File: config.mk
export PLATFORM = sky130hd
export DESIGN_NAME = pmec_top
export DESIGN_NICKNAME = d
export VERILOG_FILES = /design/src/pmec_pkg.sv /design/src/pmec_top.sv
export SDC_FILE = /design/constraint.sdc
export NUM_CORES = 1
export LEC_CHECK = 0
export BUFFER_PORTS_ARGS = -buffer_cell sky130_fd_sc_hd__buf_2
export CORE_UTILIZATION = 45
export CTS_CLUSTER_DIAMETER = 120
export DETAILED_ROUTE_END_ITERATION = 16
export HOLD_SLACK_MARGIN = 0.03
export PLACE_DENSITY_LB_ADDON = 0.05
export SETUP_SLACK_MARGIN = 0.1
export SLEW_MARGIN = 20
export SYNTH_ARGS = -nofsm -noshare
export SYNTH_HDL_FRONTEND = slang
export SYNTH_SLANG_ARGS = --single-unit
export TNS_END_PERCENT = 50
File: constraint.sdc
create_clock -name CLK_SYS -period 4.1 [get_ports CLK_SYS]
set_input_delay 0.205 -clock CLK_SYS [delete_from_list [all_inputs] [get_ports CLK_SYS]]
set_output_delay 0.205 -clock CLK_SYS [all_outputs]
set_load 0.005 [all_outputs]
File: src/pmec_pkg.sv
// Constants and types shared by the power management event control block.
// Assumes an 8-bit register port and decoded bus activity from the chipset core.
package pmec_pkg;

  // Register offsets on the local register port.
  localparam logic [7:0] PMEC_OFS_CTRL = 8'h30;
  localparam logic [7:0] PMEC_OFS_SEL1 = 8'h31;
  localparam logic [7:0] PMEC_OFS_SEL2 = 8'h32;
  localparam logic [7:0] PMEC_REG_RST = 8'h00;
  localparam logic [7:0] PMEC_RD_NONE = 8'h00;

  // Control register fields.
  localparam int unsigned PMEC_C_STATE_LO = 0;
  localparam int unsigned PMEC_C_STATE_HI = 1;
  localparam int unsigned PMEC_C_PMU_EN = 2;
  localparam int unsigned PMEC_C_SW_SMI = 3;
  localparam int unsigned PMEC_C_SMI_EN = 4;
  localparam int unsigned PMEC_C_STOP = 5;
  localparam int unsigned PMEC_C_KEEP_MST = 6;
  localparam int unsigned PMEC_C_KEEP_IRQ = 7;

  // Select register two fields; register one uses bits 0 to 7 in order.
  localparam int unsigned PMEC_S2_GPIO = 0;
  localparam int unsigned PMEC_S2_GPMEM = 1;
  localparam int unsigned PMEC_S2_INDEV = 2;
  localparam int unsigned PMEC_S2_DRQ_ALL = 3;
  localparam int unsigned PMEC_S2_THROT = 4;
  localparam int unsigned PMEC_S2_IRQ3 = 5;
  localparam int unsigned PMEC_S2_IRQ4 = 6;
  localparam int unsigned PMEC_S2_IRQ12 = 7;

  // Interrupt line numbers of the input-device group.
  localparam int unsigned PMEC_IRQ_KBD = 1;
  localparam int unsigned PMEC_IRQ_3 = 3;
  localparam int unsigned PMEC_IRQ_4 = 4;
  localparam int unsigned PMEC_IRQ_12 = 12;

  // Watched I/O port ranges.
  localparam logic [15:0] PMEC_KBD_A = 16'h0060;
  localparam logic [15:0] PMEC_KBD_B = 16'h0064;
  localparam logic [15:0] PMEC_VGA_LO = 16'h03b0;
  localparam logic [15:0] PMEC_VGA_HI = 16'h03bf;
  localparam logic [15:0] PMEC_HDD_LO = 16'h01f0;
  localparam logic [15:0] PMEC_HDD_HI = 16'h01f7;
  localparam logic [15:0] PMEC_LPT1_LO = 16'h0378;
  localparam logic [15:0] PMEC_LPT1_HI = 16'h037f;
  localparam logic [15:0] PMEC_LPT2_LO = 16'h0278;
  localparam logic [15:0] PMEC_LPT2_HI = 16'h027f;
  localparam logic [15:0] PMEC_LPT3_LO = 16'h03bc;
  localparam logic [15:0] PMEC_LPT3_HI = 16'h03be;
  localparam logic [15:0] PMEC_COM1_LO = 16'h03f8;
  localparam logic [15:0] PMEC_COM1_HI = 16'h03ff;
  localparam logic [15:0] PMEC_COM2_LO = 16'h02f8;
  localparam logic [15:0] PMEC_COM2_HI = 16'h02ff;
  localparam logic [15:0] PMEC_COM3_LO = 16'h03e8;
  localparam logic [15:0] PMEC_COM3_HI = 16'h03ef;
  localparam logic [15:0] PMEC_COM4_LO = 16'h02e8;
  localparam logic [15:0] PMEC_COM4_HI = 16'h02ee;
  localparam logic [15:0] PMEC_FDD_LO = 16'h03f0;
  localparam logic [15:0] PMEC_FDD_HI = 16'h03f7;

  // Software label of the system power state.
  typedef enum logic [1:0] {
    PMEC_ST_ON = 2'b00,
    PMEC_ST_DOZE = 2'b01,
    PMEC_ST_STANDBY = 2'b10,
    PMEC_ST_SUSPEND = 2'b11
  } pmec_sys_state_t;

  // Request pins that arrive from outside the clock domain.
  typedef struct packed {
    logic [15:0] irq;
    logic nmi;
    logic [7:0] drq;
    logic master;
  } pmec_pins_t;

  // One decoded bus cycle from the core, valid for one clock.
  typedef struct packed {
    logic valid;
    logic write;
    logic mem_ab;
    logic [15:0] addr;
  } pmec_io_cycle_t;

endpackage : pmec_pkg

File: src/pmec_top.sv
// Power management event control: state label, management interrupt,
// stop-clock request, idle-timer restart selection and throttle gating.
// Assumes decoded bus cycles and group masks from logic on CLK_SYS and
// raw request pins that need synchronising.
//
// Overview of operation
// - Control bits 0-1 hold the state label ON, DOZE, STANDBY, SUSPEND.
// - The state label is storage only and drives no hardware action.
// - Control bit 2 is the master enable of the management unit.
// - Writing 1 to bit 3 with unit and interrupt enabled raises an interrupt.
// - After an interrupt, no other issues until bit 3 is written 0.
// - Management interrupts issue only while control bit 4 is 1.
// - Writing 0 to bit 4 clears a pending interrupt and blocks new ones.
// - Writing 1 to bit 5 with the unit enabled starts a stop-clock.
// - Bit 6 at 0 lets master requests end the stop-clock; DMA requests never end it.
// - Bit 7 at 0 lets IRQ or NMI requests end the stop-clock.
// - Only selected activity sources restart the mode idle timer.
// - Select one bits 0-3: keyboard, display, disk ports and IRQ group.
// - Select one bits 4-7: printer, serial, floppy ports and DRQ group.
// - Select two bits 0-2: general I/O, general memory, input devices.
// - Select two bit 3 at 0 counts only unmasked DMA channels.
// - Select two bit 4 enables clock throttling.
// - Select two bits 5-7 add lines 3, 4 and 12 to input devices.
// - All three registers reset to zero and are read and write.
// - Interrupt line 1 always counts as input-device activity.
// - Throttle stop-clock releases on any management or CPU interrupt.
// - Throttling acts only while the unit master enable is set.
`timescale 1ns/100ps
`default_nettype none

module pmec_top
  import pmec_pkg::*;
(
  input wire logic CLK_SYS,
  input wire logic RST,
  input wire logic [7:0] REG_ADDR,
  input wire logic [7:0] REG_WDATA,
  input wire logic REG_WR,
  input wire logic REG_RD,
  output logic [7:0] REG_RDATA,
  input wire pmec_pins_t PIN_REQ,
  input wire pmec_io_cycle_t BUS_CYCLE,
  input wire logic GENERAL_IO_RANGE_HIT,
  input wire logic GENERAL_MEM_RANGE_HIT,
  input wire logic [15:0] IRQ_GROUP_SEL,
  input wire logic [7:0] DRQ_GROUP_SEL,
  input wire logic [7:0] DMA_CHANNEL_MASK,
  input wire logic HW_SMI_EVENT,
  input wire logic CPU_INTERRUPT_REQUEST,
  input wire logic THROTTLE_PHASE,
  output logic STOP_CLOCK_REQUEST_N,
  output logic SYSTEM_MGMT_INTERRUPT,
  output logic MODE_IDLE_CLEAR,
  output logic INPUT_DEVICE_ACTIVE,
  output pmec_sys_state_t SYSTEM_STATE,
  output logic POWER_MGMT_UNIT_EN
);

  // Whole state of the block.
  typedef struct packed {
    logic [7:0] ctrl;
    logic [7:0] sel1;
    logic [7:0] sel2;
    pmec_pins_t sync_a;
    pmec_pins_t sync_b;
    logic lock;
    logic system_mgmt_interrupt;
    logic stop;
    logic thr_rel;
    logic stop_n;
    logic idle_clr;
    logic indev;
    logic [7:0] rdata;
  } pmec_regs_t;

  pmec_regs_t s_q;
  pmec_regs_t s_d;

  // True when the address lies inside an inclusive port range.
  function automatic logic in_range(input logic [15:0] a,
                                    input logic [15:0] lo,
                                    input logic [15:0] hi);
    in_range = (a >= lo) && (a <= hi);
  endfunction : in_range

  // Decoded write strobes and the control value after this cycle.
  logic wr_ctrl;
  logic wr_sel1;
  logic wr_sel2;
  logic [7:0] nc;
  logic [7:0] ns2;
  assign wr_ctrl = REG_WR && (REG_ADDR == PMEC_OFS_CTRL);
  assign wr_sel1 = REG_WR && (REG_ADDR == PMEC_OFS_SEL1);
  assign wr_sel2 = REG_WR && (REG_ADDR == PMEC_OFS_SEL2);
  assign nc = wr_ctrl ? REG_WDATA : s_q.ctrl;
  assign ns2 = wr_sel2 ? REG_WDATA : s_q.sel2;

  // Activity sources seen on the synchronised pins and the bus.
  pmec_pins_t pin;
  logic io_ok;
  logic [7:0] act1;
  logic [2:0] act2;
  logic indev_act;
  logic [7:0] drq_ok;
  assign pin = s_q.sync_b;
  assign io_ok = BUS_CYCLE.valid && !BUS_CYCLE.mem_ab;

  // Input-device group: line 1 always, lines 3, 4, 12 when selected.
  assign indev_act = pin.irq[PMEC_IRQ_KBD]
    || (s_q.sel2[PMEC_S2_IRQ3] && pin.irq[PMEC_IRQ_3])
    || (s_q.sel2[PMEC_S2_IRQ4] && pin.irq[PMEC_IRQ_4])
    || (s_q.sel2[PMEC_S2_IRQ12] && pin.irq[PMEC_IRQ_12]);

  // DMA requests are qualified by the channel mask unless told not to.
  assign drq_ok = s_q.sel2[PMEC_S2_DRQ_ALL] ? 8'hff : ~DMA_CHANNEL_MASK;

  // Select one sources in bit order.
  always_comb begin
    act1 = 8'h00;
    act1[0] = io_ok && (BUS_CYCLE.addr == PMEC_KBD_A || BUS_CYCLE.addr == PMEC_KBD_B);
    act1[1] = BUS_CYCLE.valid && BUS_CYCLE.write
      && (BUS_CYCLE.mem_ab || in_range(BUS_CYCLE.addr, PMEC_VGA_LO, PMEC_VGA_HI));
    act1[2] = io_ok && in_range(BUS_CYCLE.addr, PMEC_HDD_LO, PMEC_HDD_HI);
    act1[3] = |(pin.irq & IRQ_GROUP_SEL);
    act1[4] = io_ok && (in_range(BUS_CYCLE.addr, PMEC_LPT1_LO, PMEC_LPT1_HI)
      || in_range(BUS_CYCLE.addr, PMEC_LPT2_LO, PMEC_LPT2_HI)
      || in_range(BUS_CYCLE.addr, PMEC_LPT3_LO, PMEC_LPT3_HI));
    act1[5] = io_ok && (in_range(BUS_CYCLE.addr, PMEC_COM1_LO, PMEC_COM1_HI)
      || in_range(BUS_CYCLE.addr, PMEC_COM2_LO, PMEC_COM2_HI)
      || in_range(BUS_CYCLE.addr, PMEC_COM3_LO, PMEC_COM3_HI)
      || in_range(BUS_CYCLE.addr, PMEC_COM4_LO, PMEC_COM4_HI));
    act1[6] = io_ok && in_range(BUS_CYCLE.addr, PMEC_FDD_LO, PMEC_FDD_HI);
    act1[7] = |(pin.drq & DRQ_GROUP_SEL & drq_ok);
  end

  // Select two sources in bit order.
  assign act2 = {indev_act, GENERAL_MEM_RANGE_HIT, GENERAL_IO_RANGE_HIT};

  // Event and release terms.
  logic pmu_on;
  logic smi_ev;
  logic sw_stop;
  logic brk;
  logic thr_on;
  assign pmu_on = nc[PMEC_C_PMU_EN];
  assign smi_ev = pmu_on && nc[PMEC_C_SMI_EN] && !s_q.lock
    && ((wr_ctrl && REG_WDATA[PMEC_C_SW_SMI]) || HW_SMI_EVENT);
  assign sw_stop = wr_ctrl && REG_WDATA[PMEC_C_STOP] && pmu_on;
  assign brk = (pin.master && !nc[PMEC_C_KEEP_MST])
    || ((|pin.irq || pin.nmi) && !nc[PMEC_C_KEEP_IRQ])
    || !nc[PMEC_C_STOP] || !pmu_on;
  assign thr_on = pmu_on && ns2[PMEC_S2_THROT] && THROTTLE_PHASE;

  // Next-state logic for the whole block.
  always_comb begin
    s_d = s_q;
    s_d.sync_a = PIN_REQ;
    s_d.sync_b = s_q.sync_a;
    // Register writes; the state label is only stored.
    if (wr_ctrl) begin
      s_d.ctrl = REG_WDATA;
    end
    if (wr_sel1) begin
      s_d.sel1 = REG_WDATA;
    end
    if (wr_sel2) begin
      s_d.sel2 = REG_WDATA;
    end
    // Lockout set by an issued event wins over the clearing write.
    s_d.lock = smi_ev || (s_q.lock && !(wr_ctrl && !REG_WDATA[PMEC_C_SW_SMI]));
    // Pending interrupt drops when its enable is written to zero.
    s_d.system_mgmt_interrupt = smi_ev || (s_q.system_mgmt_interrupt && nc[PMEC_C_SMI_EN]);
    // Software stop-clock holds until a break condition.
    s_d.stop = sw_stop || (s_q.stop && !brk);
    // Throttle release stands for the rest of the stop phase.
    s_d.thr_rel = thr_on && (s_q.thr_rel || smi_ev || CPU_INTERRUPT_REQUEST);
    s_d.stop_n = !(s_d.stop || (thr_on && !s_d.thr_rel));
    // Idle timer restart from selected sources only.
    s_d.idle_clr = |(act1 & s_q.sel1) || |(act2 & s_q.sel2[2:0]);
    s_d.indev = indev_act;
    // Read data stand for one cycle after the strobe.
    s_d.rdata = PMEC_RD_NONE;
    if (REG_RD) begin
      unique case (REG_ADDR)
        PMEC_OFS_CTRL: s_d.rdata = s_q.ctrl;
        PMEC_OFS_SEL1: s_d.rdata = s_q.sel1;
        PMEC_OFS_SEL2: s_d.rdata = s_q.sel2;
        default: s_d.rdata = PMEC_RD_NONE;
      endcase
    end
  end

  // State register with synchronous reset.
  always_ff @(posedge CLK_SYS) begin
    if (RST) begin
      s_q.ctrl <= PMEC_REG_RST;
      s_q.sel1 <= PMEC_REG_RST;
      s_q.sel2 <= PMEC_REG_RST;
      s_q.sync_a <= '0;
      s_q.sync_b <= '0;
      s_q.lock <= 1'h0;
      s_q.system_mgmt_interrupt <= 1'h0;
      s_q.stop <= 1'h0;
      s_q.thr_rel <= 1'h0;
      s_q.stop_n <= 1'h1;
      s_q.idle_clr <= 1'h0;
      s_q.indev <= 1'h0;
      s_q.rdata <= PMEC_RD_NONE;
    end else begin
      s_q <= s_d;
    end
  end

  // Outputs come straight from the state flip-flops.
  assign REG_RDATA = s_q.rdata;
  assign STOP_CLOCK_REQUEST_N = s_q.stop_n;
  assign SYSTEM_MGMT_INTERRUPT = s_q.system_mgmt_interrupt;
  assign MODE_IDLE_CLEAR = s_q.idle_clr;
  assign INPUT_DEVICE_ACTIVE = s_q.indev;
  assign SYSTEM_STATE = pmec_sys_state_t'(s_q.ctrl[PMEC_C_STATE_HI:PMEC_C_STATE_LO]);
  assign POWER_MGMT_UNIT_EN = s_q.ctrl[PMEC_C_PMU_EN];
endmodule : pmec_top

`default_nettype wire

# After elaboration in Yosys (flattened, before gate mapping)
# Cells that the tools add are included.
[totals]
regBits = 91
inputBits = 102
output_inout_bits = 15
wordCells = 136
[classes]
n_lt_le_gt_ge = 20
eq_ne = 5
mux = 4
bitwise = 7
reduce_logical = 79
[ops]
columns = ["cell", "n"]
rows = [
  ["$ge 16x10->1 const B", 9],
  ["$le 16x10->1 const B", 9],
  ["$logic_and 1x1->1", 40],
  ["$eq 16x7->1 const B", 2],
  ["$reduce_or 16->1", 2],
  ["$and 8x8->8", 3],
  ["$eq 8x6->1 const B", 3],
  ["$pmux 8 s3", 1],
  ["$logic_or 1x1->1", 22],
  ["$and 16x16->16", 1],
  ["$ge 16x9->1 const B", 1],
  ["$le 16x9->1 const B", 1],
  ["$mux 8", 2],
  ["$reduce_or 8->1", 2],
  ["$logic_not 1->1", 11],
  ["$not 8->8", 1],
  ["$mux 5", 1],
  ["$and 3x3->3", 1],
  ["$reduce_or 3->1", 1],
  ["$reduce_or 2->1", 1],
  ["$not 1->1", 1],
]

# Logic depth before layout (Yosys ltp)
[depth]
ltp_word = 13
ltp_mapped = 6
ltp_nobuf = 5

# Worst setup path after synthesis
# Ideal clock, no wire load.
[synth_timing]
path_type = "in2reg"
from = "input port REG_ADDR[7]"
to = "register s_q (netlist bit STOP_CLOCK_REQUEST_N)"
arrival_time_ps = 1448
required_ps = 4025
setup_slack_ps = 2577
stages = 5
path_cell_list = "nor4_4 -> and4_2 -> mux2_1 -> nor3b_2 -> a22oi_2"
[synth_via]
elab_chain_len = 13
elab_cells_between_ends = 34
classes_between = "2 x eq/ne; 2 x mux; 30 x reduce/logical"
[synth_lines]
columns = ["item", "line", "text"]
rows = [
  ["start: declaration", "pmec_top.sv:36", "input wire logic [7:0] REG_ADDR,"],
  ["$eq 8x6->1", "pmec_top.sv:92", "assign wr_ctrl = REG_WR && (REG_ADDR == PMEC_OFS_CTRL);"],
  ["$logic_and 1x1->1", "pmec_top.sv:92", ""],
  ["$mux 8", "pmec_top.sv:95", "assign nc = wr_ctrl ? REG_WDATA : s_q.ctrl;"],
  ["$logic_not 1->1 (tied with other cells)", "pmec_top.sv:149", "assign brk = (pin.master && !nc[PMEC_C_KEEP_MST])"],
  ["$logic_and 1x1->1, on equally long branches", "pmec_top.sv:149, pmec_top.sv:146, pmec_top.sv:150", ""],
  ["$logic_or 1x1->1 / $logic_and 1x1->1 (equally long branches)", "pmec_top.sv:150, pmec_top.sv:147", ""],
  ["$logic_or 1x1->1, on equally long branches (2 in series)", "pmec_top.sv:151, pmec_top.sv:176", ""],
  ["$logic_not 1->1 / $logic_and 1x1->1 (equally long branches)", "pmec_top.sv:174, pmec_top.sv:176", ""],
  ["$logic_and 1x1->1 / $logic_not 1->1 (equally long branches)", "pmec_top.sv:174, pmec_top.sv:177", ""],
  ["$logic_or 1x1->1 / $logic_and 1x1->1 (equally long branches)", "pmec_top.sv:174, pmec_top.sv:177", ""],
  ["$logic_or 1x1->1 (*)", "pmec_top.sv:177", "s_d.stop_n = !(s_d.stop || (thr_on && !s_d.thr_rel));"],
  ["$logic_not 1->1 (*)", "pmec_top.sv:177", ""],
  ["end: declaration", "pmec_top.sv:76", "pmec_regs_t s_q;"],
]
# Every way passes the cells marked *; elsewhere a longest branch is shown, timed or not.
# A chain may end at the register's enable or synchronous reset.

# Final worst setup path
[layout_timing]
from = "register s_q (netlist bit pin[13])"
to = "register s_q (netlist bit MODE_IDLE_CLEAR)"
[layout_via]
elab_chain_len = 7
elab_cells_between_ends = 11
classes_between = "3 x bitwise; 8 x reduce/logical"
[layout_lines]
columns = ["item", "line", "text"]
rows = [
  ["parallel branches: the longest is 6 deep, another holds $and 16x16->16", "--", ""],
  ["$logic_or 1x1->1 (*)", "pmec_top.sv:179", "s_d.idle_clr = |(act1 & s_q.sel1) || |(act2 & s_q.sel2[2:0]);"],
]
# Mark *: on every way between the ends.

==> impl_metrics.json <==
{
  "r2r_slack_ns": 2.61,
  "finalClockSkew_ns": 0.01220,
  "initial_core_util_pct": 47.24,
  "status": "complete, no violations",
  "timing_hold_violations_final": 0,
  "clock-root-buffer": "sky130_fd_sc_hd__clkbuf_8",
  "antenna_violations_before_repair": 0,
  "post_cts.resized_instances": 0,
  "wirelength_um": 7499,
  "first_pass_iteration_count_of_the_detailed_router": 4,
  "whs_path_depth": 2,
  "number_of_rows_created_at_floorplan": 31,
  "yosysTopAreaCellShare_pct": 52.60,
  "yosys_synthesis_warning_count": 0,
  "number_of_nets_in_the_layout": 561,
  "synth_commonest_cells": "91 x sky130_fd_sc_hd__dfxtp_1, 55 x sky130_fd_sc_hd__nor2b_1, 36 x sky130_fd_sc_hd__nor2_1, 25 x sky130_fd_sc_hd__mux2i_1, 25 x sky130_fd_sc_hd__nand2_1",
  "ant_nets": 0,
  "final_critical_delay_including_setup_and_external_delays_ns": 1.490,
  "drive_above_1_share_pct": 30.39,
  "holdCritStartpoint": "PIN_REQ[3]",
  "power_leakage_nw": 1.909,
  "gr_util_all_layers_pct": 19.13,
  "insertion_delay_ns": 0.36,
  "cap_viol_max_count": 0,
  "tightestPinTransition_ns": 0.6496,
  "netlist_top_cells_area": "sky130_fd_sc_hd__dfxtp_1 53%, sky130_fd_sc_hd__nor2b_1 9.9%, sky130_fd_sc_hd__mux2i_1 7.2%",
  "timing.final.max_slew_violations": 0,
  "crit-reg2reg-capture": "MODE_IDLE_CLEAR$_SDFF_PP0_",
  "syn-cell-area_mm2": 0.003463,
  "synth.ff_latch_count": 91,
  "synth_area_per_cell_um2": 9.783,
  "post_cts.repair.setup_buffers": 0,
  "highest_attainable_clock_frequency_ghz": 0.6710,
  "clock_network_fraction_of_design_power_pct": 37.2,
  "deepest_level_of_the_cts_h_tree": 3,
  "fin_hold_ws_ns": 0.04753,
  "cts-root-to-sink-buffers": 2,
  "hold_path_class": "input port to register",
  "grt_start_max_net_pins": 51,
  "post_drt_via_cell_ratio": 4.902,
  "syn-num-nets": 456,
  "finalSetupTns_ns": 0,
  "synthMostInstantiatedCell": "sky130_fd_sc_hd__dfxtp_1",
  "cts_tree": "yes",
  "routedWlPerCell_um": 13.32,
  "setup.worst_path.class": "register to register",
  "vdd.ir_drop.worst_mv": 0.2210,
  "ctsHoldBuffers": 0,
  "antenna_diode_count": 0,
  "endpoint_worst_hold": "s_d[18]$_SDFF_PP0_",
  "tritoncts_num_sinks": 91,
  "fill_cells": 691,
  "timing.final.setup_violations": 0,
  "synth_edf_count": 0,
  "floorplan.die_area_mm2": 0.008051,
  "core_area_mm2": 0.007331,
  "r2r_cells": 5,
  "place_congestion": 0.7761,
  "routed-via-count": 2760,
  "relSlewSlack_pct": 56.61,
  "dieWidth_um": 89.73,
  "post_synth_num_cell_types": 47,
  "netSwitchingPower_mw": 0.3923,
  "route.detailed.drc": 0,
  "synthesis.instances": 354,
  "power_frac_comb_pct": 7.3,
  "critical_path_required_ns": 4.30,
  "crit_path_max_fanout": 3,
  "layout-area-overhead-vs-synth_pct": 22.72,
  "first_pass_grt_wire_length_um": 12150,
  "synth.largest_area_cell": "sky130_fd_sc_hd__dfxtp_1",
  "synth-main-ff-cell": "sky130_fd_sc_hd__dfxtp_1",
  "chipHeight_um": 89.73,
  "power.switching_fraction_pct": 23.76,
  "grt-ovfl-total": 0,
  "fin_crit_sh_pct": 36.35,
  "timing.rr.start": "pin[13]$_SDFF_PP0_",
  "buffer_ports.inserted": 116,
  "reg_clk_slew_reported_paths_ns": 0.09,
  "post-dp-hpwl_um": 5621,
  "grt_pass1_vias": 2556,
  "portion_of_the_post_synthesis_area_used_by_sequential_elements_pct": 52.60,
  "drt_iter0_drc": 74,
  "share_seq_of_total_power_pct": 55.4,
  "async_reset_ff_share_pct": 0,
  "ioPinCount": 117,
  "numCtsBuffers": 9,
  "rsz0062_at_grt": "no",
  "p_int_mw": 1.259,
  "arrival_ns": 1.69,
  "power_density_mw_per_mm2": 388.5,
  "timing.critical_path.to_type": "register",
  "cp-start-kind": "register"
}
[cells in the final DEF (no fill, tap or decap), drive strengths merged, types with 4 or more instances in the layout]
cell type and instances:
clkbuf 10, nor2b 55, nand2 25, nand3 8
o22ai 4, a21oi 21, nand4 6, inv 6
dfxtp 91, a22oi 5, nor4 6, and2 5
mux2i 25, o21ai 5, nor2 36, buf 117
[area by class of cell]
class                      count  area, um2  share of cell area, %
sequential                    91       1822                  42.86
multi-input combinational    237       1506                  35.44
timing repair buffer         117      588.1                  13.84
clock buffer                  10      127.6                  3.003
tap                           99      123.9                  2.914
clock inverter                 6      71.32                  1.678
inverter                       3      11.26                 0.2649
[critical path, cell delays in order, from the launching register on]
cell and delay, ns:
sky130_fd_sc_hd__dfxtp_1 0.34, sky130_fd_sc_hd__a22o_1 0.21, sky130_fd_sc_hd__a221oi_1 0.22, sky130_fd_sc_hd__nand3_1 0.13, sky130_fd_sc_hd__o21ai_0 0.29, sky130_fd_sc_hd__a41oi_1 0.16
[sequential cells by signal, indices dropped and copies added, names as in the netlist]
register and flops:
INPUT_DEVICE_ACTIVE 1, MODE_IDLE_CLEAR 1, POWER_MGMT_UNIT_EN 1, REG_RDATA 8, STOP_CLOCK_REQUEST_N 1, SYSTEM_MGMT_INTERRUPT 1
SYSTEM_STATE 2, pin 26, s_d 26, s_q 24
[power groups by stage]
| stage | Clock [mW] | Sequential [mW] | Combinational (mW) |
|---|---|---|---|
| final | 0.615 | 0.915 | 0.121 |
| after global routing | 0.673 | 0.918 | 0.135 |
| after CTS | 0.629 | 0.916 | 0.122 |
| after detailed placement | 0 | 0.936 | 0.122 |
| after global placement | 0 | 0.936 | 0.120 |
| after floorplan | 0 | 0.933 | 0.0552 |
[worst max-delay path by stage]
stage / cells after the start / endpoint / startpoint
4_1_cts: 5 / MODE_IDLE_CLEAR$_SDFF_PP0_ / pin[13]$_SDFF_PP0_
2_1_floorplan: 5 / STOP_CLOCK_REQUEST_N$_SDFF_PP1_ / REG_ADDR[7]
3_3_place_gp: 6 / s_q[11]$_SDFF_PP0_ / REG_ADDR[7]
5_1_grt: 5 / MODE_IDLE_CLEAR$_SDFF_PP0_ / pin[13]$_SDFF_PP0_
3_5_place_dp: 6 / s_q[11]$_SDFF_PP0_ / REG_ADDR[7]
6_report: 5 / MODE_IDLE_CLEAR$_SDFF_PP0_ / pin[13]$_SDFF_PP0_
[kinds of logic (layout without fill, tap and decap cells)]
kind of cell           after synthesis  count (layout)  synth area share, %
AO/OA/AOI/OAI                       55              55                10.59
AND/OR/NAND/NOR                    156             156                25.36
flip-flops                          91              91                52.60
multiplexers                        26              26                7.551
buffers and inverters               26             136                3.902
[through the flow]
step / utilization [%] / setup WS [ns] / instances / power (mW) / area [um2]
finish: 57.98 / 2.610 / 563 / 1.651 / 4250
global route: 57.98 / 2.521 / 563 / 1.727 / 4250
CTS: 57.98 / 2.593 / 563 / 1.667 / 4250
detailed placement: 55.27 / 2.225 / 547 / 1.058 / 4051
global placement: 55.27 / 2.293 / 547 / 1.057 / 4051
floorplan: - / 2.577 / 354 / 0.9885 / 3463
[metal layers]
| metal | vias up | GRT usage [%] | wire (um) |
|---|---|---|---|
| li1 | 1429 | - | - |
| met1 | 1232 | 24.60 | 3492 |
| met2 | 81 | 30.00 | 3448 |
| met3 | 18 | 4.822 | 393 |
| met4 | 0 | 9.153 | 165 |
| met5 | - | 0 | 0 |
Note: power is estimated with default switching activity, not from simulation.
